**config.mk**
```make
export PLATFORM = sky130hd
export DESIGN_NAME = can_trx_ctrl
export DESIGN_NICKNAME = d
export VERILOG_FILES = /design/src/core/can_trx_ctrl.v
export VERILOG_INCLUDE_DIRS = /design/src /design/src/core
export SDC_FILE = /design/constraint.sdc
export NUM_CORES = 1
export LEC_CHECK = 0
export BUFFER_PORTS_ARGS = -buffer_cell sky130_fd_sc_hd__buf_4
export CELL_PAD_IN_SITES_DETAIL_PLACEMENT = 1
export CELL_PAD_IN_SITES_GLOBAL_PLACEMENT = 1
export CORE_ASPECT_RATIO = 1.5
export CORE_UTILIZATION = 23
export CTS_CLUSTER_SIZE = 30
export DETAILED_ROUTE_END_ITERATION = 7
export GPL_TIMING_DRIVEN = 0
export PLACE_DENSITY = 0.57
export SETUP_SLACK_MARGIN = 0.2
export SLEW_MARGIN = 20
export SYNTH_ARGS = -nofsm -noshare
export SYNTH_HDL_FRONTEND = slang
export SYNTH_SLANG_ARGS = --single-unit
```
**constraint.sdc**
```tcl
create_clock -name sys_clk -period 7.9 [get_ports sys_clk]
set_input_delay 0.395 -clock sys_clk [delete_from_list [all_inputs] [get_ports sys_clk]]
set_output_delay 0.395 -clock sys_clk [all_outputs]
set_load 0.02 [all_outputs]
```
**src/core/can_trx_ctrl_regs.vh**
```
// Register map and timing constants of the CAN FD transceiver control block
`ifndef CAN_TRX_CTRL_REGS_VH
`define CAN_TRX_CTRL_REGS_VH
// ----------------------------------------------------------------------------
// Register word addresses (Avalon word aligned)
// ----------------------------------------------------------------------------
`define CTL_ADDR        4'h0
`define STAT_ADDR       4'h1
`define IRQ_STAT_ADDR   4'h2
`define IRQ_MASK_ADDR   4'h3
`define FAULT_ADDR      4'h4
// ----------------------------------------------------------------------------
// Control word fields
// ----------------------------------------------------------------------------
`define CTL_ACT_BIT     0
`define CTL_LISTEN_BIT  1
`define CTL_LOOP_BIT    2
`define CTL_WUEN_BIT    3
`define CTL_ABIAS_BIT   4
`define CTL_STBY0_BIT   5
`define CTL_STBY1_BIT   6
`define CTL_TXTO_EN_BIT 7
`define CTL_RESET       8'h00
// ----------------------------------------------------------------------------
// Fault flag positions
// ----------------------------------------------------------------------------
`define FLT_TXDOM       0
`define FLT_BUSREC      1
`define FLT_BUSDOM      2
`define FLT_RXREC       3
`define FLT_TSD         4
// ----------------------------------------------------------------------------
// Interrupt status positions
// ----------------------------------------------------------------------------
`define IRQ_WAKE        0
`define IRQ_FAULT       1
// ----------------------------------------------------------------------------
// Timing, times in ns, clock period 5 ns
// ----------------------------------------------------------------------------
`define CLK_NS          5
`define TXDOM_NS        1000000
`define BUSDOM_NS       1000000
`define FILTER_NS       1000
`define WAKE_NS         1000000
`define FOLLOW_NS       2000
`define RSTPULSE_NS     2000000
`define BIASTO_NS       1000000
`define FAIL_COUNT      3'h4
`endif

```
**src/core/can_trx_ctrl.v**
```verilog
// CAN FD transceiver control: modes, fault detectors, wake-up and register slave
`timescale 1ns/1ps
`default_nettype none
`include "can_trx_ctrl_regs.vh"
module can_trx_ctrl (
  input  wire        sys_clk,
  input  wire        rst,
  input  wire [3:0]  address,
  input  wire        read,
  input  wire        write,
  input  wire [31:0] writedata,
  output reg  [31:0] readdata,
  output wire        waitrequest,
  input  wire        transmitDataIn,
  output reg         receiveDataOut,
  input  wire        busRxLevel,
  output reg         busTxDominant,
  output reg         transmitterEnable,
  output reg         receiverEnable,
  output reg         biasEnable,
  input  wire        thermalShutdown,
  output wire        irq,
  output reg         resetOutputLow
);
  // ----------------------------------------------------------------------------
  // Cycle counts
  // ----------------------------------------------------------------------------
  localparam integer TXDOM_N  = `TXDOM_NS / `CLK_NS;
  localparam integer BUSDOM_N = `BUSDOM_NS / `CLK_NS;
  localparam integer FILT_N   = (`FILTER_NS + `CLK_NS - 1) / `CLK_NS;
  localparam integer WAKE_N   = `WAKE_NS / `CLK_NS;
  localparam integer FOLLOW_N = `FOLLOW_NS / `CLK_NS;
  localparam integer RSTP_N   = (`RSTPULSE_NS + `CLK_NS - 1) / `CLK_NS;
  localparam integer BIAS_N   = `BIASTO_NS / `CLK_NS;
  // Cut to the 24-bit counter width; every count fits well below that
  localparam [23:0] TXDOM_CYC  = TXDOM_N[23:0];
  localparam [23:0] BUSDOM_CYC = BUSDOM_N[23:0];
  localparam [23:0] FILT_CYC   = FILT_N[23:0];
  localparam [23:0] WAKE_CYC   = WAKE_N[23:0];
  localparam [23:0] FOLLOW_CYC = FOLLOW_N[23:0];
  localparam [23:0] RSTP_CYC   = RSTP_N[23:0];
  localparam [23:0] BIAS_CYC   = BIAS_N[23:0];
  localparam [1:0] M_OFF  = 2'h0;
  localparam [1:0] M_NORM = 2'h1;
  localparam [1:0] M_SB1  = 2'h2;
  localparam [1:0] M_SBB  = 2'h3;
  localparam [1:0] W_IDLE = 2'h0;
  localparam [1:0] W_DOM1 = 2'h1;
  localparam [1:0] W_GAP  = 2'h2;
  localparam [1:0] W_DOM2 = 2'h3;

  // ----------------------------------------------------------------------------
  // Input synchronisers
  // ----------------------------------------------------------------------------
  reg [1:0] txdS_r;
  reg [1:0] busS_r;
  reg [1:0] tsdS_r;
  wire txd = txdS_r[1];
  wire bus = busS_r[1];
  wire tsd = tsdS_r[1];
  always @(posedge sys_clk or posedge rst) begin
    if (rst) begin
      txdS_r <= 2'b11;
      busS_r <= 2'b11;
      tsdS_r <= 2'b00;
    end else begin
      txdS_r <= {txdS_r[0], transmitDataIn};
      busS_r <= {busS_r[0], busRxLevel};
      tsdS_r <= {tsdS_r[0], thermalShutdown};
    end
  end

  // ----------------------------------------------------------------------------
  // Registers
  // ----------------------------------------------------------------------------
  reg [7:0]  ctl_r;
  reg [4:0]  fault_r;
  reg [1:0]  irqStat_r;
  reg [1:0]  irqMask_r;
  reg [1:0]  mode_r;
  reg [1:0]  wst_r;
  reg [23:0] txCnt_r;
  reg [23:0] domCnt_r;
  reg [23:0] wCnt_r;
  reg [23:0] winCnt_r;
  reg [23:0] folCnt_r;
  reg [23:0] rstCnt_r;
  reg [23:0] biasCnt_r;
  reg [2:0]  busMiss_r;
  reg [2:0]  rxMiss_r;
  reg        txdPrev_r;
  reg        checkPend_r;
  reg        busSeen_r;
  reg        rxSeen_r;
  reg        wakeEv;
  reg [4:0]  faultSet;
  reg        rdDone_r;

  wire wr = write;
  // Read taken on its first edge; the second edge hands the data over
  wire rdTake = read & ~rdDone_r;
  wire newFall = txdPrev_r & ~txd & transmitterEnable;
  wire folEnd = checkPend_r & ~newFall & (folCnt_r == FOLLOW_CYC);
  wire inStby = (mode_r == M_SB1) || (mode_r == M_SBB);
  wire txBlock = fault_r[`FLT_TXDOM] | fault_r[`FLT_BUSREC] | fault_r[`FLT_RXREC] | fault_r[`FLT_TSD];
  wire txAllowed = (mode_r == M_NORM) & ~ctl_r[`CTL_LISTEN_BIT] & ~txBlock;

  assign waitrequest = rdTake;
  assign irq = |(irqStat_r & irqMask_r);

  // ----------------------------------------------------------------------------
  // Mode control
  // ----------------------------------------------------------------------------
  always @(posedge sys_clk or posedge rst) begin
    if (rst) begin
      mode_r <= M_OFF;
    end else begin
      case (mode_r)
        M_OFF, M_SB1, M_SBB: begin
          // Wake only flags (SB1) or pulses resetOutputLow (SBB); software must set activation again
          if (wr && address == `CTL_ADDR && writedata[`CTL_ACT_BIT])
            mode_r <= M_NORM;
        end
        M_NORM: begin
          if (ctl_r[`CTL_STBY1_BIT])
            mode_r <= M_SBB;
          else if (ctl_r[`CTL_STBY0_BIT])
            mode_r <= M_SB1;
          else if (!ctl_r[`CTL_ACT_BIT])
            mode_r <= M_OFF;
        end
        default: mode_r <= M_OFF;
      endcase
    end
  end

  // ----------------------------------------------------------------------------
  // Register slave: writes take no wait, reads one
  // ----------------------------------------------------------------------------
  // Wait state keeps readdata a flop and still standing at the answer edge
  always @(posedge sys_clk or posedge rst) begin
    if (rst) begin
      rdDone_r <= 1'b0;
    end else begin
      rdDone_r <= rdTake;
    end
  end

  always @(posedge sys_clk or posedge rst) begin
    if (rst) begin
      ctl_r     <= `CTL_RESET;
      irqMask_r <= 2'b00;
      readdata  <= 32'h0000_0000;
    end else begin
      if (wr && address == `CTL_ADDR) begin
        ctl_r <= writedata[7:0];
      end else if (mode_r == M_NORM && (ctl_r[`CTL_STBY0_BIT] | ctl_r[`CTL_STBY1_BIT])) begin
        // Entering standby drops activation so wake never reactivates alone
        ctl_r[`CTL_ACT_BIT]   <= 1'b0;
        ctl_r[`CTL_STBY0_BIT] <= 1'b0;
        ctl_r[`CTL_STBY1_BIT] <= 1'b0;
      end
      if (wr && address == `IRQ_MASK_ADDR)
        irqMask_r <= writedata[1:0];
      if (rdTake) begin
        case (address)
          `CTL_ADDR:      readdata <= {24'h00_0000, ctl_r};
          `STAT_ADDR:     readdata <= {24'h00_0000, 1'b0, biasEnable, transmitterEnable, 3'b000, mode_r};
          `IRQ_STAT_ADDR: readdata <= {30'h0000_0000, irqStat_r};
          `IRQ_MASK_ADDR: readdata <= {30'h0000_0000, irqMask_r};
          `FAULT_ADDR:    readdata <= {27'h000_0000, fault_r};
          default:        readdata <= 32'h0000_0000;
        endcase
      end
    end
  end

  // ----------------------------------------------------------------------------
  // Fault detectors
  // ----------------------------------------------------------------------------
  always @* begin
    faultSet = 5'b00000;
    faultSet[`FLT_TXDOM]  = ctl_r[`CTL_TXTO_EN_BIT] == 1'b0 && txCnt_r == TXDOM_CYC;
    faultSet[`FLT_BUSDOM] = domCnt_r == BUSDOM_CYC;
    // Fourth miss is the event; the saturated count alone would undo a clear
    faultSet[`FLT_BUSREC] = folEnd && !busSeen_r && (busMiss_r == (`FAIL_COUNT - 3'h1));
    faultSet[`FLT_RXREC]  = folEnd && !rxSeen_r && (rxMiss_r == (`FAIL_COUNT - 3'h1));
    faultSet[`FLT_TSD]    = tsd;
  end

  always @(posedge sys_clk or posedge rst) begin
    if (rst) begin
      fault_r     <= 5'b00000;
      txCnt_r     <= 24'h00_0000;
      domCnt_r    <= 24'h00_0000;
      folCnt_r    <= 24'h00_0000;
      busMiss_r   <= 3'b000;
      rxMiss_r    <= 3'b000;
      txdPrev_r   <= 1'b1;
      checkPend_r <= 1'b0;
      busSeen_r   <= 1'b0;
      rxSeen_r    <= 1'b0;
    end else begin
      txdPrev_r <= txd;
      // Write-one-to-clear; a new detection wins over the clear
      if (wr && address == `FAULT_ADDR)
        fault_r <= (fault_r & ~writedata[4:0]) | faultSet;
      else
        fault_r <= fault_r | faultSet;
      if (!txd && mode_r == M_NORM && txCnt_r != TXDOM_CYC)
        txCnt_r <= txCnt_r + 24'h00_0001;
      else if (txd)
        txCnt_r <= 24'h00_0000;
      if (!bus && domCnt_r != BUSDOM_CYC)
        domCnt_r <= domCnt_r + 24'h00_0001;
      else if (bus)
        domCnt_r <= 24'h00_0000;
      // Follow check only while transmitterEnable is set, loopback included where the bus is not driven
      if (newFall) begin
        checkPend_r <= 1'b1;
        folCnt_r    <= 24'h00_0000;
        busSeen_r   <= 1'b0;
        rxSeen_r    <= 1'b0;
      end else if (checkPend_r) begin
        folCnt_r <= folCnt_r + 24'h00_0001;
        if (!bus)
          busSeen_r <= 1'b1;
        if (!receiveDataOut)
          rxSeen_r <= 1'b1;
        if (folCnt_r == FOLLOW_CYC) begin
          checkPend_r <= 1'b0;
          if (!busSeen_r && busMiss_r != `FAIL_COUNT)
            busMiss_r <= busMiss_r + 3'b001;
          if (!rxSeen_r && rxMiss_r != `FAIL_COUNT)
            rxMiss_r <= rxMiss_r + 3'b001;
        end
      end
      if (wr && address == `FAULT_ADDR && writedata[`FLT_BUSREC])
        busMiss_r <= 3'b000;
      if (wr && address == `FAULT_ADDR && writedata[`FLT_RXREC])
        rxMiss_r <= 3'b000;
    end
  end

  // ----------------------------------------------------------------------------
  // Wake pattern detector
  // ----------------------------------------------------------------------------
  always @(posedge sys_clk or posedge rst) begin
    if (rst) begin
      wst_r    <= W_IDLE;
      wCnt_r   <= 24'h00_0000;
      winCnt_r <= 24'h00_0000;
      wakeEv   <= 1'b0;
    end else begin
      wakeEv <= 1'b0;
      if (!inStby || !ctl_r[`CTL_WUEN_BIT]) begin
        wst_r <= W_IDLE;
      end else begin
        winCnt_r <= winCnt_r + 24'h00_0001;
        wCnt_r   <= wCnt_r + 24'h00_0001;
        case (wst_r)
          W_IDLE: begin
            // A bus already dominant at entry counts as first pulse start
            if (!bus) begin
              wst_r    <= W_DOM1;
              wCnt_r   <= 24'h00_0000;
              winCnt_r <= 24'h00_0000;
            end
          end
          W_DOM1: begin
            if (bus) begin
              wst_r  <= (wCnt_r >= FILT_CYC) ? W_GAP : W_IDLE;
              wCnt_r <= 24'h00_0000;
            end
          end
          W_GAP: begin
            if (!bus) begin
              wst_r  <= (wCnt_r >= FILT_CYC) ? W_DOM2 : W_IDLE;
              wCnt_r <= 24'h00_0000;
            end
          end
          W_DOM2: begin
            if (bus) begin
              wst_r <= W_IDLE;
            end else if (wCnt_r == FILT_CYC) begin
              wakeEv <= 1'b1;
              wst_r  <= W_IDLE;
            end
          end
          default: wst_r <= W_IDLE;
        endcase
        if (wst_r != W_IDLE && winCnt_r == WAKE_CYC)
          wst_r <= W_IDLE;
      end
    end
  end

  // ----------------------------------------------------------------------------
  // Interrupt status and reset pulse
  // ----------------------------------------------------------------------------
  always @(posedge sys_clk or posedge rst) begin
    if (rst) begin
      irqStat_r      <= 2'b00;
      rstCnt_r       <= 24'h00_0000;
      resetOutputLow <= 1'b1;
    end else begin
      // Read clears; set wins over the clear
      irqStat_r <= ((rdTake && address == `IRQ_STAT_ADDR) ? 2'b00 : irqStat_r)
                 | {(|faultSet), wakeEv && mode_r == M_SB1};
      if (wakeEv && mode_r == M_SBB) begin
        rstCnt_r       <= RSTP_CYC;
        resetOutputLow <= 1'b0;
      end else if (rstCnt_r != 24'h00_0000) begin
        rstCnt_r <= rstCnt_r - 24'h00_0001;
        if (rstCnt_r == 24'h00_0001)
          resetOutputLow <= 1'b1;
      end
    end
  end

  // ----------------------------------------------------------------------------
  // Outputs to bus and controller
  // ----------------------------------------------------------------------------
  always @(posedge sys_clk or posedge rst) begin
    if (rst) begin
      transmitterEnable <= 1'b0;
      receiverEnable    <= 1'b0;
      biasEnable        <= 1'b0;
      busTxDominant     <= 1'b0;
      receiveDataOut    <= 1'b1;
      biasCnt_r         <= 24'h00_0000;
    end else begin
      transmitterEnable <= txAllowed;
      receiverEnable    <= mode_r == M_NORM;
      busTxDominant     <= txAllowed & ~txd & ~ctl_r[`CTL_LOOP_BIT];
      if (!bus)
        biasCnt_r <= 24'h00_0000;
      else if (biasCnt_r != BIAS_CYC)
        biasCnt_r <= biasCnt_r + 24'h00_0001;
      if (mode_r == M_NORM)
        biasEnable <= 1'b1;
      else if (inStby)
        biasEnable <= ctl_r[`CTL_ABIAS_BIT] ? (biasCnt_r != BIAS_CYC) : 1'b1;
      else
        biasEnable <= 1'b0;
      if (mode_r != M_NORM)
        receiveDataOut <= 1'b1;
      else if (ctl_r[`CTL_LOOP_BIT])
        receiveDataOut <= txd;
      else
        receiveDataOut <= bus;
    end
  end
endmodule // can_trx_ctrl
`default_nettype wire

```
==> key figures, run 1 <==
Drt
  – Starting DRC count in detailed routing: 330
  – Total wire length: slightly below 30 mm
  – # DRC: 0
  – Via Count: around 9k
  – Drt pass-1 iters: 4
  – Routed Antenna Nets: 0
  – Routed vias/inst: roughly 4.5
  – Routed WL per cell: approximately 15 microns

STA
  – Hold Fails Final Rpt: 0
  – Post-Route Setup TNS: 0 ns
  – RSZ-0062 raised after global routing: no
  – Fin Clk Skew: between 0.009 and 0.01 ns
  – Max-slew headroom: 0.3391
  – Final worst-path cycle share: 0.3593
  – Final Max Slew Viols: 0
  – Worst slew pin tran: between 0.9 and 1 ns
  – F_max: 352.3 MHz
  – Min cycle time layout: between 2 and 3 ns
  – Final setup viols: 0

Floorplanning
  – Die Area: between 50000 and 60000 sq um
  – Row cnt: between 90 and 100
  – Die width: about 180 microns
  – Boundary Pins: a little over 80
  – Core area: just under 50000 sq um
  – Die height: 274.2 microns
  – Initial Util: 0.2334

Critical path
  – CP Capture Type: flop
  – Reg2Reg Depth: 6
  – CP arrival: roughly 3.3 ns
  – CP Data Required Time: 8.35 ns
  – Critical path startpoint category: flop
  – Capturing point of the worst reg2reg path: wCnt_r[23]
  – Worst-path maximum fanout: 10
  – Crit path launch: mode_r[1]
  – Worst r2r src: mode_r[1]
  – Flop-to-flop setup slack: between 5 and 6 ns
  – Path type of the worst setup path: reg2reg

Power
  – Pwr Total: 2.785 mW
  – PwrDens: a little over 200 nW/um^2
  – Leakage power: between 5 and 6 nW
  – Max rail drop VDD: 0.1283 mV

CTS
  – CTS tree: done
  – CTS root buffer: clkbuf_16
  – Clock latency on the worst-skew pair: between 0.5 and 0.6 ns
  – H-tree Lvls: 1
  – Post-CTS Repair Setup Buffers: 0
  – PostCTS Resize Cnt: 0
  – CTS Buffer Depth: 3
  – TritonCTS sink count: ~220
  – Worst-path clk slew: roughly 0.06 ns
  – TritonCTS Buffers: 26

Yosys
  – Top-count cell post-synth: dfrtp_1
  – Ys Warns: 0
  – Commonest cells in the netlist: dfrtp_1, nor2_1, nand2_1
  – Cell taking the most area after synthesis: dfrtp_1
  – Synth top area share: 0.4713
  – Most area-consuming cells after synthesis: dfrtp_1, nor2_1, xnor2_1
  – FFs w/ async S/R, synth: 1.000
  – Synth Flop Type: dfrtp_1
  – Mapped Cells: 1188
  – Post-synth EDFFs: 0
  – Cell Area, Synth: between 10000 and 15000 sq um
  – Distinct cell type count after synthesis: 67
  – Seq/Total Area, Yosys: 0.4874
  – Yosys reg bits: roughly 220
  – Syn_area_per_cell: around 9.6 sq um

Run
  – Max Cap Viol: 0

Layout
  – Fillers: 5634
  – Final nets: ~1.3k
  – Multi-input logic area: approximately 5400 sq um
  – Reg area: between 5000 and 6000 sq um
  – Final Util: 0.2780
  – P&R area growth vs syn: 19.08%
  – Layout cell share with drive strength beyond 1: 0.1148

Hold path
  – HP Class: in2reg
  – WHS Path Cells: 2
  – Hold path endpoint: irqMask_r[0]
  – Worst Hold Launch: writedata[0]

Global routing
  – Overall global routing resource usage: 0.1218
  – First-pass GRT wire length: 49.85 mm
  – Antenna violations before repair: 1
  – Vias in the first global route: just under 10k
  – Largest net degree at the start of global routing: just under 90
  – Global route overflow: 0

Place
  – Gp weighted congestion: 0.7760
  – Detail Placement HPWL: 21.41 mm
  – I/O Buffers: 33

Status
  – Status: finished, final reports clean
==> metal layers <==
layer  wire length (microns)  vias to the layer above  track usage
li1                        -                     4279            -
met1                   12860                     4455       0.1410
met2                   15280                      113       0.2276
met3                     840                       43      0.01567
met4                     728                        0      0.04101
met5                       0                        -            0
==> final cells by class <==
class                      count  area share
multi-input combinational    883      0.4002
tap                          656     0.06066
antenna                        1   0.0001849
inverter                      45     0.01304
buffer                        62     0.02460
clock buffer                  34     0.05705
sequential                   221      0.4093
timing repair buffer          39     0.02534
clock inverter                14    0.009616
==> sequential cells by signal (all words and copies together) (netlist names), 5 cells and up <==
signal / count
biasCnt_r: 24
domCnt_r: 24
folCnt_r: 24
rstCnt_r: 24
txCnt_r: 24
wCnt_r: 24
winCnt_r: 24
ctl_r: 8
readdata: 8
fault_r: 5
==> worst max path at each step <==
stage,end,slack (ns),cells past startpoint
6_report,wCnt_r[23],5.06,6
5_1_grt,wCnt_r[23],4.76,6
4_1_cts,wCnt_r[23],4.97,6
3_5_place_dp,wCnt_r[23],5.01,6
3_3_place_gp,txCnt_r[13],-1.65,2
2_1_floorplan,biasCnt_r[0],1.47,1
==> worst max-delay path, cell delays in order (launching register included) <==
cell and delay (ns):
dfrtp_1 0.54, clkbuf_1 0.50, nand2_1 0.39, nor2_1 0.55, nand3_1 0.16, or4_1 0.43
a21oi_1 0.16
==> cells in the final DEF (no fill, tap or decap), drive strengths merged, types with 27 or more instances in the layout <==
cell type,synthesis,routed
nor3,42,42
nor4,46,46
clkbuf,32,66
dfrtp,214,214
xor2,55,55
inv,44,44
o21ai,50,50
nand3,58,58
xnor2,69,69
nor2,170,170
buf,30,65
nand2,87,87
nand4,37,37
a21oi,27,27
==> report_power, final <==
group / total [mW] / leakage (nW) / internal, mW / switching, mW
logic: 0.270 / 2.37 / 0.102 / 0.168
registers: 1.26 / 3.00 / 1.19 / 0.0714
clock network: 1.26 / 0.443 / 0.752 / 0.503
==> logic make-up (layout without fill, tap and decap cells) <==
logic type      Yosys count  count (layout)  synth area share
compound gates          120             120           0.06497
xor+xnor                124             124           0.09557
fa+ha+maj                20              20           0.02202
buf+inv                 107             194           0.04415
flops                   221             221            0.4874
mux                      26              26           0.02411
other cells               1              25         0.0003300
simple gates            569             569            0.2614
==> per-stage QoR <==
| step | worst slack (ns) | cell area (sq um) | std cells | hold WS, ns |
|---|---|---|---|---|
| after floorplan | 1.467 | 11450 | 1211 | 0.3312 |
| after global placement | -1.646 | 12520 | 1900 | 0.3470 |
| after detailed placement | 5.007 | 12590 | 1902 | 0.3475 |
| after CTS | 4.968 | 13530 | 1954 | 0.09976 |
| after global routing | 4.760 | 13530 | 1955 | 0.1174 |
| final | 5.061 | 13530 | 1955 | 0.1299 |
==> repair_timing <==
item	CTS	global route
setup endpoints to repair	0	0
hold buffers	4	0
hold endpoints to repair	54	0
Power figures use the tool's default switching activity.
==> inputs of run 2 (changes only) <==
--- a/config.mk
+++ b/config.mk
@@ -6,6 +6,7 @@
 export SDC_FILE = /design/constraint.sdc
 export NUM_CORES = 1
 export LEC_CHECK = 0
+export ABC_AREA = 1
 export BUFFER_PORTS_ARGS = -buffer_cell sky130_fd_sc_hd__buf_4
 export CELL_PAD_IN_SITES_DETAIL_PLACEMENT = 1
 export CELL_PAD_IN_SITES_GLOBAL_PLACEMENT = 1
@@ -14,7 +15,7 @@
 export CTS_CLUSTER_SIZE = 30
 export DETAILED_ROUTE_END_ITERATION = 7
 export GPL_TIMING_DRIVEN = 0
-export PLACE_DENSITY = 0.57
+export PLACE_DENSITY = 0.59
 export SETUP_SLACK_MARGIN = 0.2
 export SLEW_MARGIN = 20
 export SYNTH_ARGS = -nofsm -noshare
==> constraint.sdc (replaced) <==
create_clock -name sys_clk -period 2.9 [get_ports sys_clk]
set_input_delay 0.145 -clock sys_clk [delete_from_list [all_inputs] [get_ports sys_clk]]
set_output_delay 0.145 -clock sys_clk [all_outputs]
set_load 0.02 [all_outputs]
==> run 2 against run 1 <==
  * The flow now finishes with violations (DRC)
  * Die area up 12%
  * Clock skew up 0.017 ns
  * Area after synthesis increased by 12%
  * Non-clock buffer count increased by 5
  * Critical path depth is 3 higher
  * Design area up 12%
  * Clock-buffer cell count down 1
  * Clock power rose to 2.8 times the previous value
  * Highest routed layer unchanged
==> key figures, run 2 <==
Yosys
  – Synth top area share: 0.4216
  – Cell Area, Synth: about 13000 sq um
  – FFs w/ async S/R, synth: 1.000
  – Yosys reg bits: between 200 and 250
  – Distinct cell type count after synthesis: 50
  – Seq/Total Area, Yosys: 0.4361
  – Most area-consuming cells after synthesis: dfrtp_1, nand2_1, nor2_1
  – Ys Warns: 0
  – Cell taking the most area after synthesis: dfrtp_1
  – Mapped Cells: around 1.7k
  – Top-count cell post-synth: nand2_1
  – Synth Flop Type: dfrtp_1
  – Post-synth EDFFs: 0
  – Commonest cells in the netlist: nand2_1, nor2_1, inv_1
  – Syn_area_per_cell: slightly above 7 sq um

Critical path
  – Critical path startpoint category: flop
  – Worst-path maximum fanout: 9
  – Flop-to-flop setup slack: a little over 0.7 ns
  – Reg2Reg Depth: 9
  – CP Capture Type: flop
  – Worst r2r src: rstCnt_r[0]
  – Crit path launch: rstCnt_r[0]
  – CP Data Required Time: between 3 and 4 ns
  – Capturing point of the worst reg2reg path: rstCnt_r[1]
  – Path type of the worst setup path: reg2reg
  – CP arrival: about 2.6 ns

Global routing
  – Global route overflow: 0
  – Vias in the first global route: 12.56k
  – Antenna violations before repair: 0
  – First-pass GRT wire length: around 64 mm
  – Largest net degree at the start of global routing: 30
  – Overall global routing resource usage: 0.1364

STA
  – Fin Clk Skew: approximately 0.027 ns
  – Final Max Slew Viols: 0
  – Hold Fails Final Rpt: 0
  – Max-slew headroom: 0.5289
  – PnR worst setup slack: roughly 0.7 ns
  – RSZ-0062 raised after global routing: no
  – F_max: roughly 460 MHz
  – Final worst-path cycle share: 0.7518
  – Final setup viols: 0
  – Worst slew pin tran: 0.7052 ns
  – Min cycle time layout: approximately 2.2 ns
  – Hold slack: 0.03158 ns

Hold path
  – WHS Path Cells: 6
  – HP Class: in2reg
  – Hold path endpoint: readdata[1]
  – Worst Hold Launch: address[0]

Drt
  – Drt pass-1 iters: 6
  – Starting DRC count in detailed routing: around 280
  – # DRC: 1
  – Routed WL per cell: 14.61 microns
  – Via Count: 11.66k
  – Total wire length: between 30 and 40 mm
  – Routed Antenna Nets: 0
  – Routed vias/inst: roughly 4.5

Layout
  – Commonest non-fill, non-tap cells in the layout: nand2_1, nor2_1, inv_1
  – Fin cells: about 2.6k
  – Final nets: between 1.5k and 2k
  – Layout cell share with drive strength beyond 1: 0.09164
  – Final Util: 0.2765
  – Most common cell after layout, fill and taps aside: nand2_1
  – P&R area growth vs syn: 18.96%
  – Inserted Diodes: 0

Place
  – I/O Buffers: 34
  – Gp weighted congestion: approximately 0.83
  – Detail Placement HPWL: between 20 and 30 mm
  – Place WS: approximately 0.7 ns
  – Placed Cells: roughly 2.5k

Run
  – Max Cap Viol: 0

Floorplanning
  – Row cnt: roughly 110
  – Die height: about 290 microns
  – Die width: 193.9 microns
  – Core area: 54650 sq um
  – Initial Util: 0.2324
  – Die Area: ~56000 sq um
  – Boundary Pins: 83

CTS
  – Clock latency on the worst-skew pair: ~0.55 ns
  – Post-CTS Repair Setup Buffers: 0
  – H-tree Lvls: 1
  – TritonCTS sink count: roughly 220
  – CTS Buffer Depth: 3
  – CTS root buffer: clkbuf_16
  – TritonCTS Buffers: 25
  – Worst-path clk slew: approximately 0.070 ns
  – CTS tree: done

Power
  – Leakage power: about 7 nW
  – Pwr Total: between 7 and 8 mW
  – PwrDens: between 500 and 600 nW/um^2
  – Max rail drop VDD: ~0.42 mV

Status
  – Status: finished, violations left
  – Failing checks: DRC
run 2: cell families after synthesis:
logic type	count (synthesis)	share of synthesized area
compound gates	206	0.08747
flops	221	0.4361
simple gates	989	0.3405
fa+ha+maj	20	0.01970
buf+inv	279	0.09318
other cells	1	0.0002952
xor+xnor	33	0.02275
run 2: final cells by class:
cell class	instances	area [sq um]
plain buffers	47	306.5
clock buffers	33	675.6
repair buffers	59	575.6
flip-flops and latches	221	5539
well taps	695	869.6
inverters	232	880.8
fillers	6698	39540
clock inverters	13	197.7
multi-input cells	1272	6066
run 2: how the worst max path moves through the flow:
stage | slack (ns) | depth (start not counted) | to
after floorplan | -0.12 | 1 | biasCnt_r[0]
after global placement | -1.91 | 2 | rstCnt_r[23]
after detailed placement | 0.68 | 9 | rstCnt_r[1]
after CTS | 0.66 | 9 | rstCnt_r[1]
after global routing | 0.49 | 9 | rstCnt_r[1]
final | 0.72 | 9 | rstCnt_r[1]
run 2: metrics by stage:
stage	TNS, ns	instance area, sq um
5_1_grt	0	15110
3_3_place_gp	-404.07	13920
6_report	0	15110
4_1_cts	0	15110
3_5_place_dp	0	14060
2_1_floorplan	-25.97	12790
run 2: repair_timing:
| item | 4_1_cts | 5_1_grt |
|---|---|---|
| hold endpoints to repair | 41 | 0 |
| gates resized for setup | 0 | 0 |
| hold buffers | 18 | 0 |
run 2: worst max-delay path, stage by stage, from the launching register on:
cell and delay, ns:
dfrtp_1 0.45, inv_1 0.20, ha_1 0.40, nand2_2 0.15
nor2_4 0.17, nand2_2 0.08, nor2_4 0.24, inv_1 0.15
nand2_1 0.12, o22ai_1 0.08
run 2: layer usage:
metal  wire length (microns)  global-route usage
met1                   15440              0.1512
met5                       0                   0
met4                     926             0.04239
met3                     797             0.01290
met2                   20410              0.2686
run 2: power breakdown:
group,internal [mW],switching (mW),total [mW],leakage [nW]
Sequential,3.25,0.166,3.42,3.00
Clock,2.09,1.39,3.48,0.433
Combinational,0.318,0.598,0.916,3.71
Total,5.66,2.16,7.82,7.15
==> inputs of run 3 (changes only) <==
--- a/config.mk
+++ b/config.mk
@@ -15,7 +15,7 @@
 export CTS_CLUSTER_SIZE = 30
 export DETAILED_ROUTE_END_ITERATION = 7
 export GPL_TIMING_DRIVEN = 0
-export PLACE_DENSITY = 0.59
+export PLACE_DENSITY = 0.6
 export SETUP_SLACK_MARGIN = 0.2
 export SLEW_MARGIN = 20
 export SYNTH_ARGS = -nofsm -noshare
==> constraint.sdc (replaced) <==
create_clock -name sys_clk -period 2 [get_ports sys_clk]
set_input_delay 0.1 -clock sys_clk [delete_from_list [all_inputs] [get_ports sys_clk]]
set_output_delay 0.1 -clock sys_clk [all_outputs]
set_load 0.02 [all_outputs]
==> run 3 against run 2 <==
  * The run now ends clean
  * Worst hold slack gained 0.0027 ns
  * First-iteration DRC count grew 10%
  * Non-clock buffer count grew 16
  * Via count grew 0.28%
==> key figures, run 3 (synthesis results as in run 2) <==
Critical path
  – Worst path slowest cell: dfstp_2
  – Path type of the worst setup path: reg2reg
  – Worst Path Buf+Inv: 2
  – Worst-path maximum fanout: 7
  – Critical path startpoint category: flop
  – Critical Path Most Common Cell: nand2_1
  – Critical-path cell list: inv_1 > nand3_2 > clkinvlp_4 > o21ai_4 > nand3_1 > nand2_1 > nand2_1
  – CP Data Required Time: 2.43 ns
  – CP arrival: approximately 2.1 ns
  – CP max stage delay: 0.59 ns
  – Cell family with most CP delay: flip-flops
  – CP Capture Type: flop

Drt
  – Met1 Wirelength: ~16 mm
  – Max layer used: met4
  – Routed vias/inst: ~4.5
  – Drt pass-1 iters: 4
  – Routed Antenna Nets: 0
  – Total wire length: 37.70 mm
  – Via Count: 11.69k
  – Routed WL per cell: approximately 15 microns
  – Starting DRC count in detailed routing: 307
  – WL met3: ~940 microns
  – Routed length on met2: 20.28 mm
  – # DRC: 0

Global routing
  – Largest net degree at the start of global routing: 30
  – Antenna violations before repair: 0
  – Overall global routing resource usage: 0.1365
  – Global route overflow: 0
  – Vias in the first global route: roughly 13k
  – First-pass GRT wire length: around 64 mm

Hold path
  – HP Class: in2reg

Layout
  – Fin cells: approximately 2.6k
  – Layout cell share with drive strength beyond 1: 0.1194
  – Final Util: 0.2822
  – Most common cell after layout, fill and taps aside: nand2_1
  – Fillers: between 6k and 7k
  – P&R area growth vs syn: 21.42%
  – Commonest non-fill, non-tap cells in the layout: nand2_1, nor2_1, inv_1
  – Final nets: just under 2k
  – Inserted Diodes: 0

Floorplanning
  – Boundary Pins: 83
  – Initial Util: 0.2324
  – Die Area: ~56000 sq um
  – Row cnt: between 100 and 150
  – Die width: slightly below 200 microns
  – Die height: ~290 microns
  – Core area: between 50000 and 60000 sq um

Place
  – Place WS: -0.1878 ns
  – I/O Buffers: 34
  – Placed Cells: between 2k and 3k
  – Detail Placement HPWL: ~29 mm
  – Gp weighted congestion: 0.8366

Status
  – Status: finished, final reports clean

CTS
  – CTS Buffer Depth: 3
  – H-tree Lvls: 1
  – Worst-path clk slew: about 0.07 ns
  – TritonCTS sink count: 221
  – CTS tree: done
  – CTS root buffer: clkbuf_16
  – Clock latency on the worst-skew pair: 0.54 ns
  – TritonCTS Buffers: 25

Power
  – Leakage power: between 7 and 8 nW
  – Pwr Total: roughly 11 mW
  – PwrDens: about 740 nW/um^2
  – Max rail drop VDD: just over 0.6 mV

STA
  – Fin Clk Skew: 0.01192 ns
  – Worst slew pin tran: between 0.6 and 0.7 ns
  – Hold Fails Final Rpt: 0
  – F_max: around 590 MHz
  – PnR worst setup slack: ~0.32 ns
  – RSZ-0062 raised after global routing: yes
  – Max-slew headroom: 0.5485
  – Min cycle time layout: between 1.5 and 2 ns
  – Post-Route Setup TNS: 0 ns
  – Final Max Slew Viols: 0
  – Final worst-path cycle share: 0.8415
  – Final setup viols: 0

Run
  – Max Cap Viol: 0
run 3: what timing repair did:
action | 4_1_cts | 5_1_grt
gates cloned | 0 | 1
endpoints found under the setup margin | 80 | 132
hold endpoints to repair | 63 | 0
setup buffers | 2 | 12
hold buffers | 19 | 0
gates resized for setup | 20 | 36
pin swaps | 1 | 6
run 3: layer usage:
layer | GRT usage | vias to the layer above
li1 | - | 5846
met1 | 0.1535 | 5657
met2 | 0.2645 | 134
met3 | 0.01418 | 52
met4 | 0.04433 | 0
met5 | 0 | -
run 3: layout make-up:
class | instances | area [sq um] | area share
plain buffers | 47 | 324.1 | 0.02101
clock buffers | 33 | 705.7 | 0.04575
clock inverters | 12 | 173.9 | 0.01128
inverters | 232 | 893.4 | 0.05792
multi-input cells | 1272 | 6188 | 0.4012
flip-flops and latches | 221 | 5545 | 0.3595
well taps | 695 | 869.6 | 0.05638
repair buffers | 75 | 718.2 | 0.04656
repair inverters | 1 | 5.005 | 0.0003245
run 3: through the flow:
| step | hold WS [ns] | area [sq um] |
|---|---|---|
| after floorplan | 0.1045 | 12790 |
| after global placement | 0.2097 | 13920 |
| after detailed placement | 0.1960 | 14080 |
| after CTS | 0.01158 | 15230 |
| after global routing | 0.05893 | 15420 |
| final | 0.03425 | 15420 |
run 3: report_power, final:
group | internal, mW | switching (mW) | leakage (nW)
clock network | 3.00 | 2.04 | 0.421
logic | 0.529 | 0.920 | 3.81
registers | 4.72 | 0.242 | 3.00
total | 8.25 | 3.20 | 7.23
run 3: tightest hold or removal path: stages:
cell	delay, ns
buf_4	0.11
inv_1	0.04
nor2_1	0.04
nand2_1	0.11
nand2_1	0.06
o21ai_0	0.07
run 3: worst paths after layout:
check | startpoint | endpoint | slack [ns] | cells past startpoint
worst min-delay path | read | irqStat_r[0] | 0.03 | 6
worst max register to register | txdS_r[1] | busMiss_r[1] | 0.32 | 7
min in group asynchronous | rst | txCnt_r[17] | 0.13 | 3
max in group asynchronous | rst | rstCnt_r[0] | 0.52 | 8
worst min register to register | busS_r[0] | busS_r[1] | 0.35 | 0
worst max-delay path | txdS_r[1] | busMiss_r[1] | 0.32 | 7
